`src/pkg/arsp_pkg.sv`:
```
// Purpose: Shared constants for the reset / standby / powerdown control block
// Assumes: Byte-wide register port, offsets are register indices on page 0
// Notes: Reserved bits read as zero
package arsp_pkg;
    localparam logic [7:0] ARSP_ADDR_RESET_CTRL = 8'h01;
    localparam logic [7:0] ARSP_ADDR_POWER_CTRL = 8'h02;
    localparam int ARSP_BIT_MODULE_RESET = 4;
    localparam int ARSP_BIT_REGISTER_RESET = 0;
    localparam int ARSP_BIT_PROC_RESET = 7;
    localparam int ARSP_BIT_STANDBY_REQ = 4;
    localparam int ARSP_BIT_POWERDOWN_REQ = 0;
    localparam logic ARSP_RST_PROC_RESET = 1'b1;
    localparam logic ARSP_RST_STANDBY_REQ = 1'b0;
    localparam logic ARSP_RST_POWERDOWN_REQ = 1'b0;
    // Length of the reset pulse sent to the cleared modules
    localparam int ARSP_PULSE_CYCLES = 4;
    localparam logic [2:0] ARSP_PULSE_LOAD = 3'(ARSP_PULSE_CYCLES);

    typedef enum logic [1:0]
    {
        ARSP_MODE_RUN = 2'b00,
        ARSP_MODE_STANDBY = 2'b01,
        ARSP_MODE_POWERDOWN = 2'b10
    } arsp_mode_t;
endpackage

```
`src/pkg/arsp_pulse_if.sv`:
```
// Purpose: Carrier between the register file and the reset pulse stretcher
// Assumes: Single clock
// Notes: start is a one-cycle request, busy is high while the pulse runs
`timescale 1ns/1ps
interface arsp_pulse_if;
    logic start;
    logic busy;
    modport ctrl (output start, input busy);
    modport gen (input start, output busy);
endinterface

```
`src/design/arsp_pulse_gen.sv`:
```
// Purpose: Stretches a one-cycle start into a fixed-length reset pulse
// Assumes: start is synchronous to clk_sys
// Notes: A start during a running pulse restarts the count
`timescale 1ns/1ps
module arsp_pulse_gen
(
    // Clock and reset
    input wire logic clk_sys,
    input wire logic rst_n,
    // Control carrier
    arsp_pulse_if.gen pulse
);
    import arsp_pkg::*;

    logic [2:0] count_reg;
    logic [2:0] count_next;

    assign count_next = pulse.start ? ARSP_PULSE_LOAD :
                        (count_reg != 3'h0) ? count_reg - 3'h1 : 3'h0;
    assign pulse.busy = (count_reg != 3'h0);

    always_ff @(posedge clk_sys)
    begin
        if (!rst_n)
            count_reg <= 3'h0;
        else
            count_reg <= count_next;
    end
endmodule

```
`src/design/arsp_ctrl.sv`:
```
// Purpose: Reset, standby and powerdown control for an audio amplifier core
// Assumes: Byte register port with one-cycle write and read strobes, clk_sys 40 MHz
// Notes: Clock error input comes from another domain and is synchronised here
// Behaviour
// - Module reset clears filter, converter, processor, coefficients
// - Module reset self-clears; accepted only in standby or powerdown
// - Register reset restores modes, execution back to ROM
// - Processor reset starts one; clearing starts processing
// - Standby request bit forces system standby
// - Clock error also forces standby
// - Standby keeps charge pump and digital supply
// - Powerdown request also stops charge pump
// - Powerdown wins over standby
`timescale 1ns/1ps
module arsp_ctrl
(
    // Clock and reset
    input wire logic clk_sys,
    input wire logic rst_n,
    // Register port
    input wire logic reg_wr,
    input wire logic reg_rd,
    input wire logic [7:0] reg_addr,
    input wire logic [7:0] reg_wdata,
    output logic [7:0] reg_rdata,
    // Status from the clock monitor
    input wire logic clock_error,
    // Controls to the amplifier core
    output logic filter_converter_reset,
    output logic processor_reset,
    output logic coeff_clear,
    output logic mode_regs_reset,
    output logic exec_from_rom,
    output logic subsystems_power_en,
    output logic charge_pump_en,
    output logic digital_supply_en,
    output arsp_pkg::arsp_mode_t power_mode
);
    import arsp_pkg::*;

    arsp_pulse_if mod_pulse ();
    arsp_pulse_if reg_pulse ();

    arsp_pulse_gen u_mod_pulse
    (
        .clk_sys(clk_sys),
        .rst_n(rst_n),
        .pulse(mod_pulse.gen)
    );

    arsp_pulse_gen u_reg_pulse
    (
        .clk_sys(clk_sys),
        .rst_n(rst_n),
        .pulse(reg_pulse.gen)
    );

    logic clk_err_meta_reg;
    logic clk_err_sync_reg;
    logic proc_reset_reg;
    logic standby_req_reg;
    logic powerdown_req_reg;
    logic exec_rom_reg;
    arsp_mode_t mode_reg;
    arsp_mode_t mode_next;
    logic [7:0] rdata_reg;
    logic [7:0] rdata_next;
    logic [7:0] reset_ctrl_view;
    logic [7:0] power_ctrl_view;
    logic wr_reset_ctrl;
    logic wr_power_ctrl;
    logic in_standby;
    logic mod_start;
    logic reg_start;
    logic hit_reset_ctrl;
    logic hit_power_ctrl;
    logic standby_cause;

    // True when the byte address selects the given control register
    function automatic logic addr_is(input logic [7:0] addr, input logic [7:0] target);
        return (addr == target);
    endfunction

    // Powerdown outranks every standby cause; odd inputs fall back to standby
    function automatic arsp_mode_t pick_mode(input logic pd_req, input logic sb_cause);
        arsp_mode_t mode;
        mode = ARSP_MODE_STANDBY;
        case ({pd_req, sb_cause})
            2'b00: mode = ARSP_MODE_RUN;
            2'b01: mode = ARSP_MODE_STANDBY;
            2'b10: mode = ARSP_MODE_POWERDOWN;
            2'b11: mode = ARSP_MODE_POWERDOWN;
            default: mode = ARSP_MODE_STANDBY;
        endcase
        return mode;
    endfunction

    // Self-clearing bits read back as one only while their pulse runs
    function automatic logic [7:0] reset_ctrl_image(input logic mod_busy, input logic reg_busy);
        logic [7:0] image;
        image = 8'h00;
        image[ARSP_BIT_MODULE_RESET] = mod_busy;
        image[ARSP_BIT_REGISTER_RESET] = reg_busy;
        return image;
    endfunction

    // Reserved bits read as zero
    function automatic logic [7:0] power_ctrl_image
    (
        input logic proc_reset,
        input logic standby_req,
        input logic powerdown_req
    );
        logic [7:0] image;
        image = 8'h00;
        image[ARSP_BIT_PROC_RESET] = proc_reset;
        image[ARSP_BIT_STANDBY_REQ] = standby_req;
        image[ARSP_BIT_POWERDOWN_REQ] = powerdown_req;
        return image;
    endfunction

    assign hit_reset_ctrl = addr_is(reg_addr, ARSP_ADDR_RESET_CTRL);
    assign hit_power_ctrl = addr_is(reg_addr, ARSP_ADDR_POWER_CTRL);
    assign wr_reset_ctrl = reg_wr && hit_reset_ctrl;
    assign wr_power_ctrl = reg_wr && hit_power_ctrl;
    // Standby or deeper counts as not running
    assign in_standby = (mode_reg != ARSP_MODE_RUN);
    // Module reset ignored unless already stopped
    assign mod_start = wr_reset_ctrl && reg_wdata[ARSP_BIT_MODULE_RESET] && in_standby;
    // Register reset trusts software to be in standby
    assign reg_start = wr_reset_ctrl && reg_wdata[ARSP_BIT_REGISTER_RESET];
    assign mod_pulse.start = mod_start;
    assign reg_pulse.start = reg_start;

    // Powerdown first, then any standby cause
    assign standby_cause = standby_req_reg || clk_err_sync_reg;
    assign mode_next = pick_mode(powerdown_req_reg, standby_cause);

    assign reset_ctrl_view = reset_ctrl_image(mod_pulse.busy, reg_pulse.busy);
    assign power_ctrl_view = power_ctrl_image(proc_reset_reg, standby_req_reg,
                                              powerdown_req_reg);
    assign rdata_next = !reg_rd ? rdata_reg :
                        hit_reset_ctrl ? reset_ctrl_view :
                        hit_power_ctrl ? power_ctrl_view : 8'h00;

    always_ff @(posedge clk_sys)
    begin
        if (!rst_n)
        begin
            clk_err_meta_reg <= 1'b0;
            clk_err_sync_reg <= 1'b0;
        end
        else
        begin
            clk_err_meta_reg <= clock_error;
            clk_err_sync_reg <= clk_err_meta_reg;
        end
    end

    // Register reset returns mode bits to their reset values
    always_ff @(posedge clk_sys)
    begin
        if (!rst_n || reg_pulse.busy)
        begin
            proc_reset_reg <= ARSP_RST_PROC_RESET;
            standby_req_reg <= ARSP_RST_STANDBY_REQ;
            powerdown_req_reg <= ARSP_RST_POWERDOWN_REQ;
        end
        else if (wr_power_ctrl)
        begin
            proc_reset_reg <= reg_wdata[ARSP_BIT_PROC_RESET];
            standby_req_reg <= reg_wdata[ARSP_BIT_STANDBY_REQ];
            powerdown_req_reg <= reg_wdata[ARSP_BIT_POWERDOWN_REQ];
        end
    end

    // Execution source: ROM after reset or register reset, RAM stays intact
    always_ff @(posedge clk_sys)
    begin
        if (!rst_n || reg_pulse.busy)
            exec_rom_reg <= 1'b1;
        else
            exec_rom_reg <= exec_rom_reg;
    end

    // Mode and read data
    always_ff @(posedge clk_sys)
    begin
        if (!rst_n)
        begin
            mode_reg <= ARSP_MODE_STANDBY;
            rdata_reg <= 8'h00;
        end
        else
        begin
            mode_reg <= mode_next;
            rdata_reg <= rdata_next;
        end
    end

    // Reset lines to the core follow the pulses one cycle late
    always_ff @(posedge clk_sys)
    begin
        if (!rst_n)
        begin
            filter_converter_reset <= 1'b1;
            processor_reset <= 1'b1;
            coeff_clear <= 1'b0;
            mode_regs_reset <= 1'b0;
            exec_from_rom <= 1'b1;
        end
        else
        begin
            filter_converter_reset <= mod_pulse.busy;
            processor_reset <= proc_reset_reg || mod_pulse.busy;
            coeff_clear <= mod_pulse.busy;
            mode_regs_reset <= reg_pulse.busy;
            exec_from_rom <= exec_rom_reg;
        end
    end

    // Supply enables move together with power_mode, so they never disagree
    always_ff @(posedge clk_sys)
    begin
        if (!rst_n)
        begin
            subsystems_power_en <= 1'b0;
            charge_pump_en <= 1'b1;
            digital_supply_en <= 1'b1;
            power_mode <= ARSP_MODE_STANDBY;
        end
        else
        begin
            subsystems_power_en <= (mode_reg == ARSP_MODE_RUN);
            charge_pump_en <= (mode_reg != ARSP_MODE_POWERDOWN);
            digital_supply_en <= 1'b1;
            power_mode <= mode_reg;
        end
    end

    assign reg_rdata = rdata_reg;
endmodule

```
`config.mk`:
```
export PLATFORM = sky130hd
export DESIGN_NAME = arsp_ctrl
export DESIGN_NICKNAME = d
export VERILOG_FILES = /design/src/pkg/arsp_pkg.sv /design/src/pkg/arsp_pulse_if.sv /design/src/design/arsp_pulse_gen.sv /design/src/design/arsp_ctrl.sv
export SDC_FILE = /design/constraint.sdc
export NUM_CORES = 1
export LEC_CHECK = 0
export BUFFER_PORTS_ARGS = -buffer_cell sky130_fd_sc_hd__buf_4
export CAP_MARGIN = 40
export CORE_MARGIN = 8
export CORE_UTILIZATION = 50
export DETAILED_ROUTE_END_ITERATION = 12
export GPL_TIMING_DRIVEN = 0
export PLACE_DENSITY_LB_ADDON = 0.25
export SYNTH_ARGS = -nofsm -noshare
export SYNTH_HDL_FRONTEND = slang
export SYNTH_SLANG_ARGS = --single-unit
```
`constraint.sdc`:
```
create_clock -name clk_sys -period 4.6 [get_ports clk_sys]
set_input_delay 1.38 -clock clk_sys [delete_from_list [all_inputs] [get_ports clk_sys]]
set_output_delay 1.38 -clock clk_sys [all_outputs]
set_load 0.02 [all_outputs]
```
==> impl_metrics.ini <==
[worst_hold_path]
holdCritStartpoint = u_reg_pulse.count_reg[0]
hold_class = flop to flop

[setup_path]
crit_path_end_kind = flop
worstPathArrival_ns = 2.55
critPathLaunch = reg_addr[5]
cp_max_fo = 3
crit_required_ns = 4.82
startpoint_type = input port
crit_type = input port to flop
timing.rr.start = u_reg_pulse.count_reg[0]

[power_and_ir_drop]
power_frac_seq = 0.502
switchingPower_uw = 101
p_comb_frac = 0.148
p_leak_nw = 0.621
switching_share = 0.231
pwr-share-clk = 0.350
p_int_uw = 334
ir_drop_mv = 0.231
powerDensity_nw_per_um2 = 333

[grt]
grt_pass1_vias = 749
grt_max_degree = 15
grt_pass1_wl_um = 3310
grtUsageTotal = 0.124
grt_overflow_total = 0
antenna_found_initial = 0

[layout]
nNetsFinal = 167
final_layout_size_suffix_gt1_frac = 0.295
design_area_um2 = 1310
syn_to_final_growth_pct = 29.9
diodes = 0

[yosys]
yosys_warnings = 0
synth_edf_count = 0
synth_ff_type = dfxtp_1
ys_types = 26
synth_largest_area_cell = dfxtp_1
synth.most_common_cell = dfxtp_1
synth_compound_area_frac = 0.0648
synth.cell_area_um2 = 1000
ys_seq_area_frac = 0.478
syn-mean-instance-area_um2 = 9.66
async_reset_ff_frac = 0
synth_mux_area_frac = 0.0299
synthTopCellsByCount = dfxtp_1 (24), inv_1 (10), buf_4 (7), ha_1 (6)
yosysTopAreaCellShare = 0.478
synth_top_family_by_area = simple AND/OR/NAND/NOR gates
syn_inst = 104
synth_xor_area_frac = 0
synth_fa_ha_area_frac = 0.0747
yosys.area_share.simple = 0.248
yosys_register_bits = 24
synthTopCellsByArea = dfxtp_1 (48%), ha_1 (7.5%), buf_4 (5.2%)

[floorplan]
floorplan.initialDensity = 0.523
coreArea_um2 = 1920
die_w_um = 60.8
row_count = 16
dieArea_um2 = 3700
die_y_um = 60.8
io_pins = 39

[clock_tree]
cts.clk_slew.worst_paths_ns = 0.13
ctsHoldBuffers = 0
cts_tree = done
cts_buffers = 3
clk_path_buf_depth = 2
cts_num_sinks = 24
htreeDepth = 1
cts_setup_buffers = 0
cts_resized = 0
ctsRootBufferMaster = clkbuf_4
clk_latency_ns = 0.33

[timing]
finalCritPeriodShare = 0.507
clock.fmax_mhz = 429
layout_min_cycle_time_ns = 2.33
final.setup.tns_ns = 0
clock_skew_ns = 0.00687
setup_viol = 0
slew_violations = 0
rsz0062_at_grt = no
hold_viol_final = 0

[placed_design]
port_buffers = 26
placed_cell_area_um2 = 1250
place_congestion = 0.798
dp_hpwl_um = 1680

[run_status]
status = completed

[route]
drc = 0
routedWlPerCell_um = 12.4
firstDrtPassIters = 4
drtIter0Drc = 9
via_count = 778
routed_wl_um = 2070
ant_nets = 0
viasPerCell = 4.69

[run]
maxCapViolations = 0
power groups by stage:
| stage | registers (mW) | clock network [mW] | logic [mW] |
|---|---|---|---|
| after global placement | 0.223 | 0 | 0.0623 |
| after global routing | 0.220 | 0.166 | 0.0702 |
| after CTS | 0.219 | 0.156 | 0.0646 |
| after detailed placement | 0.223 | 0 | 0.0641 |
| final | 0.218 | 0.152 | 0.0642 |
| after floorplan | 0.227 | 0 | 0.0352 |
path summary, 6_finish.rpt:
check	to	slack, ns	depth (start not counted)
max reg2reg	u_reg_pulse.count_reg[0]	3.23	5
min	u_reg_pulse.count_reg[0]	0.45	1
max	u_mod_pulse.count_reg[1]	2.27	4
min reg2reg	u_reg_pulse.count_reg[0]	0.45	1
layer usage:
metal	global-route usage	routed length [µm]
met5	0	0
met4	0.0797	53
met2	0.222	1100
met1	0.119	804
met3	0.0403	104
kinds of logic after synthesis:
| logic type | after synthesis |
|---|---|
| AO/OA/AOI/OAI | 9 |
| AND/OR/NAND/NOR | 41 |
| multiplexers | 3 |
| other | 2 |
| buffers and inverters | 19 |
| flip-flops | 24 |
| adder cells (fa/ha/maj) | 6 |
critical path, cell delays in order:
cell and delay (ns):
buf_4 0.11, or4_4 0.56, nor4_2 0.41, nor3_1 0.10
cells in the final DEF, fill, tap and decap left out, drive strengths merged, types with 3 or more instances in the layout:
cell,count
nand2,5
mux2i,3
clkbuf,5
inv,10
o21a,3
nand2b,3
nor2b,3
nor2,5
nand3,5
ha,6
conb,7
dfxtp,24
buf,33
nor3,3
nand3b,4
nor4,3
and2,4
metrics by stage:
stage	setup slack, ns	std cells	power [mW]	utilization	hold slack [ns]
4_1_cts	2.27	166	0.439	0.679	0.452
5_1_grt	2.22	166	0.456	0.679	0.468
3_3_place_gp	1.93	162	0.285	0.652	0.405
6_report	2.27	166	0.435	0.679	0.446
2_1_floorplan	2.15	109	0.263	-	0.398
3_5_place_dp	1.92	162	0.287	0.652	0.421
area by class of cell:
cell class	instances	area, µm²
well taps	27	33.8
multi-input cells	66	445
inverters	10	37.5
plain buffers	9	60.1
clock inverters	1	30.0
clock buffers	3	22.5
repair buffers	26	195
flip-flops and latches	24	480
fillers	161	617
Note: power is estimated with default switching activity, not from simulation.
